<file path="config.mk">
export PLATFORM = sky130hd
export DESIGN_NAME = qdsf_port
export DESIGN_NICKNAME = d
export VERILOG_FILES = /design/src/inc/qdsf_pkg.sv /design/src/logic/qdsf_buf.sv /design/src/logic/qdsf_port.sv
export SDC_FILE = /design/constraint.sdc
export NUM_CORES = 1
export LEC_CHECK = 0
export BUFFER_PORTS_ARGS = -buffer_cell sky130_fd_sc_hd__buf_4
export CAP_MARGIN = 5
export CORE_ASPECT_RATIO = 1.75
export CORE_MARGIN = 8
export CORE_UTILIZATION = 50
export CTS_CLUSTER_SIZE = 40
export DETAILED_ROUTE_END_ITERATION = 12
export GPL_ROUTABILITY_DRIVEN = 0
export HOLD_SLACK_MARGIN = 0.06
export PLACE_DENSITY = 0.66
export SYNTH_ARGS = -nofsm -noshare
export SYNTH_HDL_FRONTEND = slang
export SYNTH_SLANG_ARGS = --single-unit
</file>
<file path="constraint.sdc">
create_clock -name mclk -period 2.2 [get_ports mclk]
set_input_delay 0.33 -clock mclk [delete_from_list [all_inputs] [get_ports mclk]]
set_output_delay 0.33 -clock mclk [all_outputs]
set_load 0.03 [all_outputs]
</file>
<file path="src/inc/qdsf_pkg.sv">
/*
  Constants and types for the quad converter serial frame input port.
  Assumes a single 100 MHz system clock; the serial pins arrive asynchronously.
*/
// Functional notes
// The host never toggles frame sync twice without a full serial clock pulse in between.
// A sync toggle with no full clock pulse between edges puts the port into a lockup state.
// Lockup ends when a valid full frame is written or sync is again driven correctly.
// Data is shifted most significant bit first; an LSB-first host must mirror each byte.
// The host sends three bytes with sync held low and raises sync after the third.
// The host uses clock polarity 0, phase 1, so data is valid at the falling clock edge.
// Each channel word is an unsigned 12-bit straight-binary code from 0000h to 0FFFh.
// A frame acts only after exactly 24 bits while sync is low; shorter frames are dropped.
`default_nettype none
package qdsf_pkg;

  // ****************************************
  // Frame layout
  // ****************************************
  localparam int FRAME_BITS = 24;
  localparam int CNT_W = 5;
  localparam logic [CNT_W-1:0] CNT_FULL = 5'h18;
  localparam logic [CNT_W-1:0] CNT_ZERO = 5'h00;
  localparam int CODE_W = 12;
  localparam int CTRL_W = 8;
  localparam int CODE_LSB = 4;
  localparam int CTRL_LSB = 16;
  localparam logic [FRAME_BITS-1:0] FRAME_RST = 24'h000000;
  localparam logic [CODE_W-1:0] CODE_MIN = 12'h000;
  localparam logic [CODE_W-1:0] CODE_MAX = 12'hFFF;
  // Synchroniser contents while sync idles high, so reset gives no false edge
  localparam logic [2:0] SYNC_IDLE = 3'h7;

  // ****************************************
  // Receiver states
  // ****************************************
  typedef enum logic [1:0] {
    QDSF_IDLE,
    QDSF_SHIFT,
    QDSF_LOCK
  } qdsf_state_t;

endpackage
`default_nettype wire

</file>
<file path="src/logic/qdsf_buf.sv">
/*
  Two-entry buffer with valid and ready on both sides.
  Assumes source and sink share the clock and a synchronous active-high reset.
*/
`timescale 1ns/1ps
`default_nettype none
module qdsf_buf #(
  parameter int WIDTH = 20
) (
  input wire logic mclk,
  input wire logic reset,
  input wire logic in_valid,
  output logic in_ready,
  input wire logic [WIDTH-1:0] in_data,
  output logic out_valid,
  input wire logic out_ready,
  output logic [WIDTH-1:0] out_data
);
  typedef struct packed {
    logic [1:0][WIDTH-1:0] mem;
    logic [1:0] count;
    logic rd;
    logic wr;
    logic ov;
    logic ir;
    logic [WIDTH-1:0] od;
  } qdsf_buf_t;

  qdsf_buf_t cur;
  qdsf_buf_t nxt;
  logic push;
  logic pop;

  // ****************************************
  // Push, pop and pointer update
  // ****************************************
  always_comb begin
    nxt = cur;
    push = in_valid && (cur.count != 2'h2);
    pop = out_ready && (cur.count != 2'h0);
    if (push) begin
      nxt.mem[cur.wr] = in_data;
      nxt.wr = ~cur.wr;
    end
    if (pop) begin
      nxt.rd = ~cur.rd;
    end
    nxt.count = cur.count + {1'b0, push} - {1'b0, pop};
    // Flags and head word are registered so the outputs come from flops
    nxt.ov = (nxt.count != 2'h0);
    nxt.ir = (nxt.count != 2'h2);
    nxt.od = nxt.mem[nxt.rd];
  end

  // Registered state
  always_ff @(posedge mclk) begin
    if (reset) begin
      cur <= '0;
      cur.ir <= 1'b1; // Empty buffer accepts a word
    end else begin
      cur <= nxt;
    end
  end

  assign in_ready = cur.ir;
  assign out_valid = cur.ov;
  assign out_data = cur.od;
endmodule
`default_nettype wire

</file>
<file path="src/logic/qdsf_port.sv">
/*
  Serial frame receiver of a quad 12-bit converter: samples sync, clock and
  data pins on mclk, collects 24-bit frames MSB first when not in lockup, and
  hands each whole frame's control byte and code word to the converter core
  through a buffer, except a frame that finds the buffer full, which sets overrun.
  Assumes mclk runs well above the serial clock (at least four samples per
  serial clock phase) and that the core drains the buffer with frame_ready.
*/
`timescale 1ns/1ps
`default_nettype none
module qdsf_port
  import qdsf_pkg::*;
(
  input wire logic mclk,
  input wire logic reset,
  input wire logic sync_n,
  input wire logic sclk,
  input wire logic sdin,
  output logic frame_valid,
  input wire logic frame_ready,
  output logic [qdsf_pkg::CTRL_W-1:0] frame_ctrl,
  output logic [qdsf_pkg::CODE_W-1:0] frame_code,
  output logic lockup,
  output logic overrun
);
  import qdsf_pkg::*;

  typedef struct packed {
    logic [2:0] sync_s;
    logic [2:0] sclk_s;
    logic [1:0] sdin_s;
    qdsf_state_t state;
    logic [CNT_W-1:0] cnt;
    logic [FRAME_BITS-1:0] shreg;
    logic rose;
    logic push;
    logic [FRAME_BITS-1:0] word;
    logic lock;
    logic ovr;
  } qdsf_port_t;

  qdsf_port_t cur;
  qdsf_port_t nxt;
  logic sync_lo;
  logic sclk_fall;
  logic sclk_rise;
  logic sync_fall;
  logic sync_rise;
  logic buf_ready;
  logic bo_valid;
  logic [CTRL_W+CODE_W-1:0] bo_data;

  // ****************************************
  // Pin edges seen after two-flop synchronisers
  // ****************************************
  assign sync_lo = ~cur.sync_s[1];
  assign sync_fall = cur.sync_s[2] & ~cur.sync_s[1];
  assign sync_rise = ~cur.sync_s[2] & cur.sync_s[1];
  assign sclk_fall = cur.sclk_s[2] & ~cur.sclk_s[1];
  assign sclk_rise = ~cur.sclk_s[2] & cur.sclk_s[1];

  // ****************************************
  // Frame receiver
  // ****************************************
  always_comb begin
    nxt = cur;
    nxt.sync_s = {cur.sync_s[1:0], sync_n};
    nxt.sclk_s = {cur.sclk_s[1:0], sclk};
    nxt.sdin_s = {cur.sdin_s[0], sdin};
    nxt.push = 1'b0;
    if (sclk_rise) begin
      nxt.rose = 1'b1; // A rising edge begins a full clock pulse
    end
    case (cur.state)
      QDSF_IDLE: begin
        if (sync_fall) begin
          nxt.state = QDSF_SHIFT;
          nxt.cnt = CNT_ZERO;
          nxt.rose = 1'b0;
        end
      end
      QDSF_SHIFT: begin
        if (sync_rise) begin
          // Sync back high before one full pulse is a misuse
          if (cur.cnt == CNT_ZERO) begin
            nxt.state = QDSF_LOCK;
            nxt.lock = 1'b1;
          end else begin
            nxt.state = QDSF_IDLE; // Short frame dropped
          end
        end else if (sclk_fall && sync_lo) begin
          // Data valid at the falling edge, shifted in MSB first
          nxt.shreg = {cur.shreg[FRAME_BITS-2:0], cur.sdin_s[1]};
          nxt.cnt = cur.cnt + 5'h01;
          if (cur.cnt == CNT_FULL - 5'h01) begin
            // Exactly 24 bits act on the frame; a valid command also clears lockup
            nxt.word = {cur.shreg[FRAME_BITS-2:0], cur.sdin_s[1]};
            nxt.push = 1'b1;
            nxt.lock = 1'b0;
            nxt.state = QDSF_IDLE;
          end
        end
      end
      QDSF_LOCK: begin
        // Lockup holds until sync falls and stays low over a full pulse
        if (sync_fall) begin
          nxt.rose = 1'b0;
        end else if (sync_lo && cur.rose && sclk_fall) begin
          nxt.lock = 1'b0;
          nxt.state = QDSF_IDLE; // Host resyncs with a fresh frame
        end
      end
      default: begin
        nxt.state = QDSF_IDLE;
      end
    endcase
    // Frames that find the buffer full are counted as overrun, sticky until reset
    if (cur.push && !buf_ready) begin
      nxt.ovr = 1'b1;
    end
  end

  // Registered state; sync idles high at reset
  always_ff @(posedge mclk) begin
    if (reset) begin
      cur <= '0;
      cur.sync_s <= SYNC_IDLE;
      cur.state <= QDSF_IDLE;
      cur.shreg <= FRAME_RST;
      cur.word <= FRAME_RST;
    end else begin
      cur <= nxt;
    end
  end

  // ****************************************
  // Output buffer: control byte and 12-bit straight binary code
  // ****************************************
  qdsf_buf #(
    .WIDTH(CTRL_W + CODE_W)
  ) u_buf (
    .mclk(mclk),
    .reset(reset),
    .in_valid(cur.push),
    .in_ready(buf_ready),
    .in_data({cur.word[CTRL_LSB+CTRL_W-1:CTRL_LSB], cur.word[CODE_LSB+CODE_W-1:CODE_LSB]}),
    .out_valid(bo_valid),
    .out_ready(frame_ready),
    .out_data(bo_data)
  );

  assign frame_valid = bo_valid;
  assign frame_ctrl = bo_data[CTRL_W+CODE_W-1:CODE_W];
  assign frame_code = bo_data[CODE_W-1:0];
  assign lockup = cur.lock;
  assign overrun = cur.ovr;
endmodule
`default_nettype wire

</file>
# --- Word-level counts from Yosys, hierarchy flattened ---
# Cells that the tools add are included.
totals:
  out_inout_bits: 23
  inputBits: 6
  regBits: 133
  word_cells: 99
op_classes:
  n_mux: 27
  add_sub_neg: 3
  reduce_logical: 21
  eq_ne: 13
  bitwise_logic: 13
  order_cmp: 3
ops:
  columns: ["cell", "count"]
  rows:
  - ["20-bit 2-to-1 mux", 3]
  - ["40-bit bitwise mux", 1]
  - ["40-bit 2-to-1 mux", 1]
  - ["31-bit 2-to-1 mux", 1]
  - ["29-bit 2-to-1 mux", 1]
  - ["26-bit 2-to-1 mux", 1]
  - ["20-bit demux with 1-bit select", 1]
  - ["2-bit inequality test, second input constant", 7]
  - ["2-bit 2-to-1 mux", 5]
  - ["5-bit case mux with 2 select lines", 1]
  - ["1-bit 2-to-1 mux", 9]
  - ["3-bit inequality test, second input constant", 3]
  - ["1-bit inverter", 9]
  - ["4-bit AND reduction", 2]
  - ["2-bit nonzero test", 4]
  - ["1-bit logical AND", 7]
  - ["7-bit 2-to-1 mux", 1]
  - ["2-bit case mux with 3 select lines", 1]
  - ["6-bit AND reduction", 1]
  - ["5-bit by 1-bit adder with 5-bit output, second input constant", 1]
  - ["5-bit equality test, second input constant", 1]
  - ["5-bit zero test", 1]
  - ["5-bit AND reduction", 1]
  - ["1-bit AND", 4]
  - ["other kinds (12)", 13]

# --- Depth between registers and ports, before layout ---
logic_depth:
  ltp_word: 8
  mapped_depth: 8
  ltp_nobuf: 8

# --- Modules after synthesis ---
# A second synthesis with hierarchy kept.
unflattened:
  cells_unflattened: 547
  area_unflattened_um2: 5144.9
by_module_without_submodules:
  columns: ["mod", "area_per_inst_um2", "seq_area_each_um2", "cells_per_inst", "instances"]
  rows:
  - ["qdsf_buf", 2612.5, 1321.3, 273, 1]
  - ["qdsf_port", 2532.4, 1241.2, 274, 1]

# --- Worst setup path before layout ---
# No wires, ideal clock.
synth_timing:
  kind: "reg2reg"
  start: "register u_buf.cur[25] (netlist bit)"
  end: "register u_buf.cur (netlist bit u_buf.out_valid)"
  path_buffers: 0
  t_arrival_ps: 1602
  path_stages_with_launch: 9
  synth_period_minus_slack_ps: 1725
  setup_ps: 123
  required_time_ps: 2077
  slack_ps: 475
  cell_sequence: "dfxtp_1 > o21a_2 > ha_1 > inv_1 > ha_1 > xor2_1 > and2_1 > nor3_1 > or2_2"
synth_via:
  elab_chain_len: 5
  word_cells_on_any_way: 7
  classes_between: "add/sub: 2; eq/ne: 1; reduce/logical: 4"
synth_lines:
  columns: ["element", "line_no", "text"]
  rows:
  - ["start, declared", "qdsf_buf.sv:29", "qdsf_buf_t cur;"]
  - ["start signal, assigned", "qdsf_buf.sv:61", "cur <= nxt;"]
  - ["2-bit inequality test", "qdsf_buf.sv:39", "push = in_valid && (cur.count != 2'h2);"]
  - ["1-bit logical AND", "qdsf_buf.sv:39", null]
  - ["2-bit by 1-bit adder with 2-bit output", "qdsf_buf.sv:48", "nxt.count = cur.count + {1'b0, push} - {1'b0, pop};"]
  - ["2-bit by 1-bit subtractor with 2-bit output (*)", "qdsf_buf.sv:48", null]
  - ["2-bit nonzero test (*)", "qdsf_buf.sv:50", "nxt.ov = (nxt.count != 2'h0);"]
# Mark *: on every way between the ends. The rest lies on a longest branch, timed or not.
# A chain may end at the register's enable or synchronous reset.

# --- Worst setup path in the final report ---
# Same ends and word-level chain as after synthesis.

==> flow_metrics.tcl <==
set metrics [dict create \
    run_status "completed" \
    maxCapViolCount 0 \
    timing.critical_path.required_ps 2480 \
    groute.layer.met2.usage_pct 23.8 \
    longest_clk_path_bufs 2 \
    ys.warnings.count 0 \
    finalCoreUtilization_pct 59.7 \
    clock-sinks 128 \
    clkLatencyLatePin_ps 400 \
    p_leak_nw 2.31 \
    gr-usage-all-layers_pct 14.5 \
    post-cts-setup-buffers 0 \
    finalClockSkew_ps 8.22 \
    diodes_inserted 0 \
    post_drt_wl_per_cell_um 13.2 \
    numPlacedInstances 599 \
    yosysSeqAreaShare_pct 55.4 \
    via_per_inst 5.10 \
    hpwlAfterDp_um 5230 \
    reg2regPathDepth 8 \
    yosys.cell_count.top_type "dfxtp_1" \
    ctsResizeCount 0 \
    dpl_worst_slack_ps 328 \
    route.vias.total 3220 \
    first_global_vias 3148 \
    synth_fp_nets 501 \
    slew_headroom_pct 59.0 \
    worst_r2r_endpoint "u_buf.out_valid$_SDFF_PP0_" \
    worst_r2r_startpoint "u_buf.cur[25]$_SDFF_PP0_" \
    finalSetupViolCount 0 \
    synth_flop_cell "dfxtp_1" \
    grt_setup_unrepaired "false" \
    finalSetupTns_ps 0 \
    grt_busiest_layer "met2" \
    holdBufCountCts 0 \
    startpoint_type "flip-flop" \
    drt_iter0_drc 164 \
    synth.top_cells.by_area "dfxtp_1 55%, mux2i_1 8.7%, nand2_1 7.1%" \
    routed_wl_um 8360 \
    critPathMaxFanout 4 \
    worstSetupPathType "flip-flop to flip-flop" \
    grt-ovfl-total 0 \
    num_rows 46 \
    cts_tree "yes" \
    critical_path.endpoint "u_buf.out_valid$_SDFF_PP0_" \
    fmax_ghz 0.536 \
    cts_root_buf "clkbuf_16" \
    period_share_pct 84.8 \
    worst-slew-pin-transition_ps 614 \
    synth-edff-count 0 \
    initial_utilization_pct 51.2 \
    pin_count 29 \
    clk_transition_reported_paths_ps 50 \
    nets 508 \
    syn-mean-instance-area_um2 9.42 \
    grt.met3_usage_pct 6.10 \
    power.density_nw_per_um2 1010 \
    grt_max_degree 63 \
    fillerInstances 789 \
    yosys_register_bits 128 \
    synth.cells.most_frequent "128 x dfxtp_1, 88 x nand2_1, 49 x a21oi_1, 48 x nor2_1, 40 x mux2i_1" \
    floorplan.die.height_um 143 \
    netlist.area_leader.share_pct 55.4 \
    final-max-slew-violation-count 0 \
    antenna_violating_nets_post_route 0 \
    worst_ir_drop_vdd_v 0.000631 \
    cts_made_buffers 17 \
    reg2reg_slack_ps 330 \
    coreArea_um2 9040 \
    critPathLaunch "u_buf.cur[25]$_SDFF_PP0_" \
    place.port_buffers 28 \
    grtUsageMet1_pct 15.7 \
    syn_to_final_growth_pct 16.6 \
    final-instance-count-excl-fill 631 \
    postSynthCellCount 491 \
    synth.cell_area_um2 4630 \
    crit_path_end_kind "flip-flop" \
    grt_first_pass_wirelength_um 14200 \
    remaining_drc_errors 0 \
    setup_ws_final_ps 334 \
    period_needed_ps 1870 \
    cp.arrival_ps 2150 \
    floorplan.die_area_um2 12700 \
    post_route_cells_drive_above_1_share_pct 15.9 \
    yosysTopAreaCell "dfxtp_1" \
    async_set_or_reset_flop_fraction_in_the_synthesized_netlist_pct 0 \
    min-delay-path-class "input pin to flip-flop" \
    timing_hold_violations_final 0 \
    h_tree_levels 4 \
    dieWidth_um 88.7 \
    synthDistinctLibCells 40 \
    grt_antenna_before_repair 0 \
    drtPass1Iterations 5 \
]
==> routing by layer <==
metal / vias to the layer above / wire [µm]
met3: 8 / 392
met5: - / 0
met2: 59 / 4150
met4: 0 / 122
met1: 1521 / 3690
li1: 1632 / -
==> worst min-delay path by stage <==
stage                             startpoint                 end  cells past startpoint
after floorplan           cur[64]$_SDFF_PP1_  cur[65]$_SDFF_PP1_                      1
after global placement    cur[64]$_SDFF_PP1_  cur[65]$_SDFF_PP1_                      1
after detailed placement  cur[64]$_SDFF_PP1_  cur[65]$_SDFF_PP1_                      1
after CTS                             sync_n  cur[64]$_SDFF_PP1_                      2
after global routing                  sync_n  cur[64]$_SDFF_PP1_                      2
final                                 sync_n  cur[64]$_SDFF_PP1_                      2
==> registers in the layout, summed over array words and instances (netlist names) <==
name and count:
u_buf.out_valid 1, u_buf.in_ready 1, cur 60, overrun 1, u_buf.cur 44, u_buf.out_data 20
lockup 1
==> area by class of cell <==
type	instances	area (µm²)	share of cell area, %
multi-input combinational	307	1750	32.5
sequential	128	2560	47.5
clock buffer	21	470	8.72
timing repair buffer	36	270	5.01
tap	120	150	2.78
inverter	8	30.0	0.557
clock inverter	11	160	2.97
==> where the power goes <==
group          internal, mW  total [mW]  switching [mW]
logic                0.0560       0.169           0.113
clock network          1.97        2.91           0.937
registers              2.34        2.36          0.0122
total                  4.37        5.44            1.06
==> critical path, cell delays in order, from the launching register on <==
cell	delay [ps]
dfxtp_1	330
o21a_2	230
ha_1	270
inv_1	60
ha_1	140
xor2_1	180
and2_1	160
nor3_1	60
or2_2	310
==> per-stage QoR <==
stage                     cell area, µm²  power, mW  hold WS (ps)
after floorplan                     4630       2.52           389
after global placement              4760       2.57           399
after detailed placement            4760       2.57           399
after CTS                           5390       5.50          96.4
after global routing                5390       5.63          88.8
final                               5390       5.44           110
==> cell usage in the layout, fill, tap and decap left out, types with 2 or more instances in the layout <==
| cell type | synthesis | layout |
|---|---|---|
| ha_1 | 4 | 4 |
| xnor2_1 | 2 | 2 |
| buf_4 | 20 | 36 |
| nand2_1 | 88 | 88 |
| nand3_1 | 7 | 7 |
| dfxtp_1 | 128 | 128 |
| inv_1 | 8 | 8 |
| clkinvlp_4 | 0 | 2 |
| mux2i_1 | 40 | 40 |
| nor2_1 | 48 | 48 |
| a21oi_1 | 49 | 49 |
| clkinv_2 | 0 | 5 |
| nor2b_1 | 8 | 8 |
| or2_2 | 5 | 5 |
| o22ai_1 | 20 | 20 |
| bufinv_16 | 0 | 4 |
| nand3b_1 | 2 | 2 |
| a21oi_2 | 2 | 2 |
| a22oi_1 | 2 | 2 |
| nor3_1 | 6 | 6 |
| clkbuf_16 | 0 | 17 |
| and2_1 | 2 | 2 |
| clkbuf_8 | 0 | 3 |
| nand2b_1 | 5 | 5 |
==> cell families (layout without fill, tap and decap cells) <==
kind of cell / after synthesis / in the layout / synth area share [%]
muxes: 40 / 40 / 8.66
buffers and inverters: 56 / 76 / 6.76
xor gates and xnor gates: 3 / 3 / 0.568
AOI/OAI and AO/OA: 79 / 79 / 9.76
and+or+nand+nor: 181 / 181 / 17.8
DFF: 128 / 128 / 55.4
adders and majority gates: 4 / 4 / 1.08
Note: power is estimated with default switching activity, not from simulation.
